===== src/verilog/stoc_pkg.sv =====
package stoc_pkg;
  // Register byte offsets
  localparam logic [7:0] ADDR_CMD    = 8'h00;
  localparam logic [7:0] ADDR_STAT   = 8'h04;
  localparam logic [7:0] ADDR_RESULT = 8'h08;
  localparam logic [7:0] ADDR_ESR    = 8'h0c;
  localparam logic [7:0] ADDR_ESE    = 8'h10;
  localparam logic [7:0] ADDR_SRE    = 8'h14;
  localparam logic [7:0] ADDR_IRQ_ST = 8'h18;
  localparam logic [7:0] ADDR_IRQ_EN = 8'h1c;
  localparam logic [7:0] ADDR_IRQ_CL = 8'h20;
  localparam logic [7:0] ADDR_MEAS   = 8'h24;

  // Command register bits
  localparam int CMD_TST  = 0;
  localparam int CMD_OPC  = 1;
  localparam int CMD_ESR_CLR = 2;

  // Event status bit positions
  localparam int ESR_OPC  = 0;
  localparam int SRE_ESB  = 5;

  // Interrupt status bits
  localparam int IRQ_TST  = 0;
  localparam int IRQ_OPC  = 1;
  localparam int IRQ_SRQ  = 2;
  localparam int IRQ_W    = 3;

  // Self-test failure unit codes, one bit each
  localparam int FAIL_W   = 13;
  localparam logic [15:0] FAIL_CPU   = 16'h0002;
  localparam logic [15:0] FAIL_ROM   = 16'h0004;
  localparam logic [15:0] FAIL_SNVR  = 16'h0008;
  localparam logic [15:0] FAIL_NVR   = 16'h0010;
  localparam logic [15:0] FAIL_TMR   = 16'h0020;
  localparam logic [15:0] FAIL_RTC   = 16'h0040;
  localparam logic [15:0] FAIL_KEY   = 16'h0080;
  localparam logic [15:0] FAIL_SER   = 16'h0100;
  localparam logic [15:0] FAIL_SBUS  = 16'h0200;
  localparam logic [15:0] FAIL_SIG   = 16'h0400;
  localparam logic [15:0] FAIL_DISP  = 16'h0800;
  localparam logic [15:0] FAIL_MISC  = 16'h1000;
  localparam logic [15:0] FAIL_MASK  = 16'h1ffe;

  localparam int MEAS_W   = 8;

  // Settling time
  localparam int unsigned SETTLE_MS  = 1000;
  localparam int unsigned CLK_MHZ    = 100;
  localparam int unsigned SETTLE_CYC = SETTLE_MS * 1000 * CLK_MHZ;

  typedef enum logic [3:0] {
    ST_IDLE  = 4'b0001,
    ST_SAVE  = 4'b0010,
    ST_TEST  = 4'b0100,
    ST_REST  = 4'b1000
  } stoc_tst_e;

  // Handshake to the self-test engine
  typedef struct packed {
    logic        start;
    logic        save;
    logic        restore;
  } stoc_tctl_s;

  typedef struct packed {
    logic        done;
    logic [15:0] fail;
  } stoc_tres_s;
endpackage


===== src/verilog/stoc_core.sv =====
// Functional notes
// - Self-test query runs tests, result goes to output queue; zero is pass.
// - Failure codes: cpu 2, rom 4, nvram 8/16, timer 32, rtc 64, key 128.
// - More codes: serial 256, bus 512, signaling 1024, display 2048, misc 4096.
// - After a passing self-test, restore settings held before the query.
// - Operation-complete command sets event status bit 0 when ops finish.
// - Command starts one-second timer and asks active measurements to report.
// - Completion needs all active measurements done and timer expired.
// - Awaited measurement off or unavailable: completion never signalled; code hangs only on unavailable, off ones still complete when done.
// - Enabled event bit 0 and service bit 5 give a service request.
//
// Design decisions made here: the APB register port and the address map.
module stoc_core
  import stoc_pkg::*;
#(
  parameter int unsigned SETTLE_CYCLES = SETTLE_CYC
)
(
  // Clock and reset
  input  wire logic               pclk,
  input  wire logic               presetn,
  // APB slave
  input  wire logic               psel,
  input  wire logic               penable,
  input  wire logic               pwrite,
  input  wire logic [7:0]         paddr,
  input  wire logic [31:0]        pwdata,
  output logic                    pready,
  output logic [31:0]             prdata,
  output logic                    pslverr,
  // Self-test engine
  output stoc_tctl_s              tst_ctl,
  input  wire stoc_tres_s         tst_res,
  // Measurements
  input  wire logic [MEAS_W-1:0]  meas_active,
  input  wire logic [MEAS_W-1:0]  meas_avail,
  input  wire logic [MEAS_W-1:0]  meas_done,
  output logic                    meas_report_req,
  // Service request and interrupt
  output logic                    srq,
  output logic                    irq
);

  // Measurement flags are asynchronous to pclk: two stages each
  logic [3*MEAS_W-1:0] sync1_q, sync2_q;
  always_ff @(posedge pclk or negedge presetn)
  begin
    if (!presetn)
    begin
      sync1_q <= '0;
      sync2_q <= '0;
    end
    else
    begin
      sync1_q <= {meas_active, meas_avail, meas_done};
      sync2_q <= sync1_q;
    end
  end
  logic [MEAS_W-1:0] m_act, m_av, m_dn;
  assign {m_act, m_av, m_dn} = sync2_q;

  // Bus decode
  logic acc, wr, rd;
  assign acc = psel && penable;
  assign wr  = acc && pwrite;
  assign rd  = acc && !pwrite;
  logic cmd_tst, cmd_opc, cmd_esr_clr, wr_ese, wr_sre, wr_ien, wr_icl;
  assign cmd_tst     = wr && paddr == ADDR_CMD && pwdata[CMD_TST];
  assign cmd_opc     = wr && paddr == ADDR_CMD && pwdata[CMD_OPC];
  assign cmd_esr_clr = wr && paddr == ADDR_CMD && pwdata[CMD_ESR_CLR];
  assign wr_ese      = wr && paddr == ADDR_ESE;
  assign wr_sre      = wr && paddr == ADDR_SRE;
  assign wr_ien      = wr && paddr == ADDR_IRQ_EN;
  assign wr_icl      = wr && paddr == ADDR_IRQ_CL;

  // Self-test sequencer state
  stoc_tst_e   tst_q, tst_d;
  stoc_tctl_s  tctl_q, tctl_d;
  logic [15:0] result_q, result_d;
  logic        rvalid_q, rvalid_d;
  logic        tst_ev;

  // Save settings, test, then restore only on a pass
  always_comb
  begin
    tst_d    = tst_q;
    tctl_d   = '0;
    result_d = result_q;
    rvalid_d = rvalid_q;
    tst_ev   = 1'b0;
    if (rd && paddr == ADDR_RESULT)
      rvalid_d = 1'b0; // Reading pops the one-entry queue
    case (tst_q)
      ST_IDLE:
        if (cmd_tst)
        begin
          tctl_d.save = 1'b1;
          tst_d       = ST_SAVE;
        end
      ST_SAVE:
      begin
        tctl_d.start = 1'b1;
        tst_d        = ST_TEST;
      end
      ST_TEST:
        if (tst_res.done)
        begin
          // Codes already combine by OR across failing units
          result_d = tst_res.fail & FAIL_MASK;
          rvalid_d = 1'b1;
          tst_ev   = 1'b1;
          if ((tst_res.fail & FAIL_MASK) == '0)
          begin
            tctl_d.restore = 1'b1;
            tst_d          = ST_REST;
          end
          else
            tst_d = ST_IDLE;
        end
      ST_REST:
        tst_d = ST_IDLE;
      default:
        tst_d = ST_IDLE;
    endcase
  end

  always_ff @(posedge pclk or negedge presetn)
  begin
    if (!presetn)
    begin
      tst_q    <= ST_IDLE;
      tctl_q   <= '0;
      result_q <= '0;
      rvalid_q <= 1'b0;
    end
    else
    begin
      tst_q    <= tst_d;
      tctl_q   <= tctl_d;
      result_q <= result_d;
      rvalid_q <= rvalid_d;
    end
  end
  assign tst_ctl = tctl_q;

  // Operation-complete tracking
  logic        opc_busy_q, opc_busy_d;
  logic [31:0] tmr_q, tmr_d;
  logic [MEAS_W-1:0] wait_q, wait_d;
  logic        hung_q, hung_d;
  logic        req_q, req_d;
  logic        esr_q, esr_d;
  logic        opc_ev;

  always_comb
  begin
    opc_busy_d = opc_busy_q;
    tmr_d      = tmr_q;
    wait_d     = wait_q;
    hung_d     = hung_q;
    req_d      = 1'b0;
    esr_d      = esr_q;
    opc_ev     = 1'b0;
    if (opc_busy_q)
    begin
      if (tmr_q != '0)
        tmr_d = tmr_q - 32'h1;
      // An awaited measurement going away can never finish
      if ((wait_q & ~m_av) != '0)
        hung_d = 1'b1;
      if (tmr_q == '0 && (wait_q & ~m_dn) == '0 && !hung_q)
      begin
        opc_busy_d = 1'b0;
        opc_ev     = 1'b1;
      end
    end
    if (cmd_esr_clr)
      esr_d = 1'b0;
    if (opc_ev)
      esr_d = 1'b1; // set wins over clear
    if (cmd_opc)
    begin
      // Restart: timer and measurement poll run in parallel
      opc_busy_d = 1'b1;
      tmr_d      = SETTLE_CYCLES;
      wait_d     = m_act;
      hung_d     = (m_act & ~m_av) != '0;
      req_d      = 1'b1;
    end
  end

  always_ff @(posedge pclk or negedge presetn)
  begin
    if (!presetn)
    begin
      opc_busy_q <= 1'b0;
      tmr_q      <= '0;
      wait_q     <= '0;
      hung_q     <= 1'b0;
      req_q      <= 1'b0;
      esr_q      <= 1'b0;
    end
    else
    begin
      opc_busy_q <= opc_busy_d;
      tmr_q      <= tmr_d;
      wait_q     <= wait_d;
      hung_q     <= hung_d;
      req_q      <= req_d;
      esr_q      <= esr_d;
    end
  end
  assign meas_report_req = req_q;

  // Enables, interrupt status and service request
  logic       ese_q, ese_d, sre_q, sre_d, srq_q, srq_d, irq_q, irq_d;
  logic [IRQ_W-1:0] ist_q, ist_d, ien_q, ien_d, iev;

  always_comb
  begin
    ese_d = wr_ese ? pwdata[ESR_OPC] : ese_q;
    sre_d = wr_sre ? pwdata[SRE_ESB] : sre_q;
    srq_d = esr_q && ese_q && sre_q;
    iev   = '0;
    iev[IRQ_TST] = tst_ev;
    iev[IRQ_OPC] = opc_ev;
    iev[IRQ_SRQ] = srq_d && !srq_q;
    ien_d = wr_ien ? pwdata[IRQ_W-1:0] : ien_q;
    // New events win over a clear in the same cycle
    ist_d = (ist_q & ~(wr_icl ? pwdata[IRQ_W-1:0] : '0)) | iev;
    irq_d = (ist_d & ien_d) != '0;
  end

  always_ff @(posedge pclk or negedge presetn)
  begin
    if (!presetn)
    begin
      ese_q <= 1'b0;
      sre_q <= 1'b0;
      srq_q <= 1'b0;
      irq_q <= 1'b0;
      ist_q <= '0;
      ien_q <= '0;
    end
    else
    begin
      ese_q <= ese_d;
      sre_q <= sre_d;
      srq_q <= srq_d;
      irq_q <= irq_d;
      ist_q <= ist_d;
      ien_q <= ien_d;
    end
  end
  assign srq = srq_q;
  assign irq = irq_q;

  // Read mux; zero-wait slave, error on unmapped address
  logic [31:0] rdat;
  logic        bad;
  always_comb
  begin
    rdat = '0;
    bad  = 1'b0;
    case (paddr)
      ADDR_CMD:    rdat = '0;
      ADDR_STAT:   rdat = {28'h0, hung_q, opc_busy_q, rvalid_q,
                           tst_q != ST_IDLE};
      ADDR_RESULT: rdat = {16'h0, result_q};
      ADDR_ESR:    rdat = {31'h0, esr_q};
      ADDR_ESE:    rdat = {31'h0, ese_q};
      ADDR_SRE:    rdat = {26'h0, sre_q, 5'h0};
      ADDR_IRQ_ST: rdat = {29'h0, ist_q};
      ADDR_IRQ_EN: rdat = {29'h0, ien_q};
      ADDR_IRQ_CL: rdat = '0;
      ADDR_MEAS:   rdat = {8'h0, m_act, m_av, m_dn};
      default:     bad  = 1'b1;
    endcase
  end

  logic [31:0] prdata_q;
  logic        pready_q, pslverr_q;
  always_ff @(posedge pclk or negedge presetn)
  begin
    if (!presetn)
    begin
      prdata_q  <= '0;
      pready_q  <= 1'b0;
      pslverr_q <= 1'b0;
    end
    else
    begin
      prdata_q  <= rdat;
      pready_q  <= 1'b1;
      pslverr_q <= bad;
    end
  end
  assign prdata  = prdata_q;
  assign pready  = pready_q;
  // Registered so the pin comes straight from a flop; only valid in access
  assign pslverr = pslverr_q;
endmodule


===== config.mk =====
export PLATFORM = sky130hd
export DESIGN_NAME = stoc_core
export DESIGN_NICKNAME = d
export VERILOG_FILES = /design/src/verilog/stoc_pkg.sv /design/src/verilog/stoc_core.sv
export SDC_FILE = /design/constraint.sdc
export NUM_CORES = 1
export LEC_CHECK = 0
export BUFFER_PORTS_ARGS = -buffer_cell sky130_fd_sc_hd__buf_2
export CAP_MARGIN = 10
export CORE_ASPECT_RATIO = 1.1
export CORE_MARGIN = 3
export CORE_UTILIZATION = 56
export CTS_BUF_LIST = sky130_fd_sc_hd__clkbuf_4
export DETAILED_ROUTE_END_ITERATION = 7
export PLACE_DENSITY = 0.88
export SYNTH_ARGS = -nofsm -noshare
export SYNTH_HDL_FRONTEND = slang
export SYNTH_SLANG_ARGS = --single-unit
export TNS_END_PERCENT = 30

===== constraint.sdc =====
create_clock -name pclk -period 3 [get_ports pclk]
set_clock_uncertainty 0.2 [all_clocks]
set_input_delay 0.45 -clock pclk [delete_from_list [all_inputs] [get_ports pclk]]
set_output_delay 0.45 -clock pclk [all_outputs]
set_load 0.02 [all_outputs]

* Word level (Yosys, flattened, before mapping)
Cells that the tools add are included.
** Cells by class
- Add/subtract/negate cells :: 1
- Equal/unequal tests :: 15
- Muxes and demuxes :: 33
- Bitwise logic cells :: 9
- Reduce and logical (&&, ||, !) cells :: 37
** Operators by type and width (count)
- 24-bit case mux with 8 select lines :: 1
- 32-bit 2-to-1 mux :: 3
- 8-bit by 5-bit equality test with 1-bit output, second input constant :: 4
- 32-bit logical NOT :: 1
- 32-bit nonzero test :: 1
- 32-bit by 1-bit subtractor with 32-bit output, second input constant :: 1
- 8-bit bitwise AND :: 3
- 1-bit 2-to-1 mux :: 23
- 1-bit logical AND :: 17
- 8-bit by 4-bit equality test with 1-bit output, second input constant :: 2
- 8-bit by 6-bit equality test with 1-bit output, second input constant :: 2
- 16-bit logical NOT :: 1
- 8-bit logical NOT :: 2
- 8-bit NOT :: 2
- 8-bit nonzero test :: 2
- 4-bit 2-to-1 mux :: 3
- 4-bit case mux with 3 select lines :: 1
- 10-bit OR reduction :: 1
- 8-bit by 3-bit equality test with 1-bit output, second input constant :: 1
- 2-bit AND reduction :: 4
- 2-bit nonzero test :: 4
- 3-bit bitwise AND :: 2
- 3-bit 2-to-1 mux :: 2
- 4-bit by 1-bit equality test with 1-bit output, second input constant :: 1
- 8 further kinds :: 11
** Word-level totals
- Bits in registers :: 156
- Bits of input ports :: 86
- Word-level logic and storage cells :: 118

* Logic depth before layout (Yosys ltp)
- Depth in word-level cells :: 10
- Depth in mapped cells :: 8
- Mapped depth without buffers :: 8

* Least setup slack after synthesis
OpenSTA, ideal clock, no wires.
- Path type :: reg-to-reg
- From :: register tmr_q[6]
- To :: register tmr_q[14]
- Library setup time :: 0.142 ns
- Data arrival time :: 2.038 ns
- Required time :: 2.658 ns
- Path slack :: 0.621 ns
- Cell stages (with the launch flop) :: 7
- Buffers on the path :: 0
- Cell sequence :: dfrtp_1 or4_4 nor4b_4 nand2_1 o31ai_2 or4_1 nand3_1
** Between the ends
- Longest elaborated chain between the ends :: 4
- Elaborated cells on any way between the ends :: 7
** RTL lines
- start, declared :: line stoc_core.sv:148 : logic [31:0] tmr_q, tmr_d;
- start signal, assigned :: line stoc_core.sv:206 : tmr_q <= tmr_d;
- 32-bit by 1-bit subtractor with 32-bit output :: line stoc_core.sv:167 : tmr_d = tmr_q - 32'h1;
- 32-bit 2-to-1 mux :: line stoc_core.sv:166 : if (tmr_q != '0)
- 32-bit 2-to-1 mux :: line stoc_core.sv:164 : if (opc_busy_q)
- 32-bit 2-to-1 mux :: line stoc_core.sv:181 : if (cmd_opc)
Parallel ways exist; a longest one is shown, timed or not. The select of a mux whose other input is x is not followed.
A chain may end at the register's enable or synchronous reset.

* Final worst setup path
- From :: register tmr_q[6]
- To :: register tmr_q[21]
Same word-level chain as after synthesis.

==> results by group <==
Outcome
  • Status: completed

Power and ir drop
  • Pwr Total: 3.58 mW
  • IR drop worst, VDD: 408 uV
  • P per Cell Area: 496 mW/mm2
  • Comb pwr share: 5.9%
  • Register share of total power: 58.2%
  • Net Switching: 1.04 mW
  • Clock Power Share: 36.0%
  • Static leakage: 3.32 nW
  • Switching share of power: 29.1%
  • Internal: 2.53 mW

Placement
  • Dpl ws: 0.330 ns
  • I/O Buffers: 85
  • Placed insts: 693
  • Final GP Congestion: 0.913
  • Post-DP HPWL: 9060 um

Setup path
  • Reg2Reg Depth: 5
  • WS Path Type: reg -> reg
  • Worst R2R Setup Slack: 0.22 ns
  • Worst EP arrival: 3.05 ns
  • WP data required: 3.26 ns
  • Worst Setup End Kind: flip-flop
  • CP startpoint kind: flip-flop
  • CP max FO: 6

Clock tree
  • Root Driver: clkbuf_4
  • Post-CTS Resized: 0
  • Num CTS Buffers: 17
  • Htree depth: 4
  • Clk buf depth: 2
  • Clock Pin Slew Worst Setup and Hold Paths: 0.15 ns
  • CTS sink cnt: 148
  • Worst skew pair latency: 0.57 ns
  • TritonCTS clock tree: done

Route
  • WL final: 15000 um
  • Vias: 4620
  • DRC Markers: 0
  • Antenna-violating nets left: 0
  • Drt pass-1 iters: 6
  • Vias per inst: 5.97
  • First DRT Iteration DRCs: 398
  • Routed WL per cell: 19.4 um

Logic synthesis
  • Largest family of logic cells by synthesized area: simple AND/OR/NAND/NOR gates
  • Number of flops mapped to enable cells by yosys: 0
  • Synthesized flop and latch total: 148
  • Synth Area in XOR/XNOR: 3.46%
  • Register area share after synthesis: 63.6%
  • Post-synthesis compound-gate area fraction: 8.70%
  • Synth Area in Simple Gates: 16.3%
  • Count of cell types in the netlist: 56
  • Multiplexer area fraction after synthesis: 3.59%
  • Synth async-reset ratio: 100%
  • Synth Cell Area: 0.00583 mm2
  • Ys flop type: dfrtp_1
  • Syn Area/Cell: 11.8 um2
  • Post-Synth Adder-Cell Area: 0.429%
  • Synth warnings: 0
  • Post-Syn Instances: 492

STA
  • Tcrit/Tclk final: 92.8%
  • Fin crit period: 2.78 ns
  • Final max-slew violation count: 0
  • Headroom to the max-slew limit: 52.3%
  • RSZ-0062 raised after global routing: no
  • FMAX: 0.359 GHz
  • Slew @ Worst Pin: 0.709 ns
  • Final setup viols: 0
  • Hold Violations, Final: 0
  • Setup slack after layout: 0.216 ns
  • Setup_tns: 0 ns

Finish
  • Share of cells above drive strength 1: 23.8%
  • Non-filler cells, final: 774
  • Area grow syn2layout: 23.7%
  • Final nets: 727
  • Layout fillers: 588

Global routing
  • First-pass GRT wire length: 23800 um
  • Largest net degree at the start of global routing: 62
  • Vias in the first global route: 4627
  • Overflow left after global routing: 0
  • GRT Util Overall: 27.2%
  • Initial antenna violation count: 0

Floorplan
  • Ports: 126
  • Die height: 113 um
  • Core area: 0.00998 mm2
  • Initial Utilization: 58.4%
  • # rows: 38
  • Full die area: 0.0117 mm2
  • Die width: 103 um

Worst hold path
  • Hold Path Class: in -> reg
  • WHS Path Cells: 4

Run
  • MaxCap Viol Count: 0
==> cell usage in the layout (no fill, tap or decap), drive strengths merged, types with 3 or more instances in the layout <==
| cell type | synthesis | routed |
|---|---|---|
| xnor2 | 12 | 12 |
| nor2 | 40 | 40 |
| nor3 | 16 | 16 |
| clkbuf | 9 | 17 |
| o22ai | 12 | 12 |
| nand4 | 6 | 6 |
| dfrtp | 147 | 147 |
| o31ai | 3 | 3 |
| and2 | 5 | 5 |
| mux2i | 4 | 4 |
| clkinv | 0 | 8 |
| inv | 29 | 36 |
| a2111oi | 3 | 3 |
| nand3b | 5 | 5 |
| or4b | 3 | 3 |
| and3 | 3 | 3 |
| or4 | 7 | 7 |
| xor2 | 11 | 11 |
| or3 | 3 | 3 |
| buf | 12 | 95 |
| o41ai | 4 | 4 |
| a21oi | 11 | 11 |
| nand3 | 15 | 15 |
| a22o | 8 | 8 |
| nand2 | 41 | 41 |
| nor4 | 19 | 19 |
| mux2 | 15 | 15 |
| a22oi | 5 | 5 |
| dlygate4sd3 | 0 | 47 |
| conb | 2 | 9 |
| o21ai | 16 | 16 |
==> synth_stat cells, types with 3 or more instances <==
library cell / number / area share [%]
nor3_1: 16 / 1.4
buf_4: 8 / 1.0
dfrtp_1: 147 / 63
nor2_1: 40 / 2.6
a21oi_1: 11 / 0.94
xnor2_1: 12 / 1.8
o21ai_0: 16 / 1.4
and2_1: 5 / 0.54
mux2i_1: 4 / 0.69
nor4_1: 16 / 1.7
nand4_1: 6 / 0.64
a2111oi_0: 3 / 0.45
and3_1: 3 / 0.32
a22o_1: 8 / 1.2
xor2_1: 11 / 1.7
inv_1: 29 / 1.9
or3_1: 3 / 0.32
mux2_2: 15 / 2.9
or4_1: 6 / 0.77
o41ai_1: 4 / 0.60
nand2_1: 41 / 2.6
clkbuf_1: 9 / 0.58
a22oi_1: 5 / 0.64
buf_2: 3 / 0.26
nand3_1: 15 / 1.3
or4b_2: 3 / 0.52
nand3b_1: 5 / 0.64
o22ai_1: 12 / 1.3
==> routing by layer <==
layer | GRT usage, % | wire length (um)
met1 | 32.7 | 5520
met2 | 45.6 | 7790
met3 | 7.15 | 1010
met4 | 11.9 | 674
met5 | 0 | 0
==> through the flow <==
stage                     cell area [um2]  util, %  hold WS, ns
after floorplan                      5850        -      -0.0456
after global placement               6420     64.3        0.132
after detailed placement             6420     64.3        0.136
after CTS                            7200     72.1       0.0222
after global routing                 7200     72.1      0.00983
final                                7210     72.2       0.0315
==> registers in the layout (all words and copies together), names as in the netlist, 3 cells and up <==
| register | cells |
|---|---|
| wait_q | 8 |
| tst_ctl | 3 |
| ist_q | 3 |
| tst_q | 4 |
| ien_q | 3 |
| result_q | 12 |
| tmr_q | 32 |
| sync2_q | 24 |
| prdata | 24 |
| sync1_q | 24 |
==> worst paths after layout <==
path,startpoint,end
setup / recovery,tmr_q[6]$_DFFE_PN0P_,tmr_q[21]$_DFFE_PN0P_
min in group asynchronous,presetn,prdata[7]$_DFF_PN0_
hold / removal,penable,rvalid_q$_DFF_PN0_
hold reg to reg,sync1_q[6]$_DFF_PN0_,sync2_q[6]$_DFF_PN0_
setup reg to reg,tmr_q[6]$_DFFE_PN0P_,tmr_q[21]$_DFFE_PN0P_
max in group asynchronous,presetn,prdata[21]$_DFF_PN0_
==> power by group through the flow <==
stage / combinational, mW / clock, mW / sequential (mW)
3_3_place_gp: 0.148 / 0 / 2.11
4_1_cts: 0.208 / 1.27 / 2.08
2_1_floorplan: 0.0627 / 0 / 2.10
5_1_grt: 0.232 / 1.38 / 2.08
3_5_place_dp: 0.159 / 0 / 2.11
6_report: 0.210 / 1.29 / 2.08
==> cells by family after synthesis <==
| kind of cell | after synthesis |
|---|---|
| multiplexers | 19 |
| buffers and inverters | 50 |
| AO/OA/AOI/OAI | 73 |
| XOR/XNOR | 23 |
| AND/OR/NAND/NOR | 175 |
| other | 2 |
| adder cells (fa/ha/maj) | 2 |
| flip-flops | 148 |
==> worst max-delay path, cell delays in order (launching register included) <==
cell and delay [ns]:
dfrtp_1 0.45, nor4_1 0.65, nand4_1 0.42, a2111oi_0 0.71, xnor2_1 0.20, nand2_1 0.07
==> layout make-up <==
| type | instances | area [um2] | share of cell area, % |
|---|---|---|---|
| clock buffer | 17 | 128 | 1.77 |
| antenna | 2 | 5.00 | 0.0694 |
| tap | 120 | 150 | 2.08 |
| sequential | 148 | 3700 | 51.4 |
| inverter | 29 | 109 | 1.51 |
| timing repair buffer | 142 | 1000 | 13.9 |
| clock inverter | 15 | 181 | 2.52 |
| multi-input combinational | 301 | 1930 | 26.7 |
==> timing repair <==
action / in CTS / in global routing
setup endpoints to repair: 0 / 0
hold buffers: 47 / 0
endpoints found under the hold margin: 104 / 0
setup buffers: 0 / 0
Power figures use the tool's default switching activity.
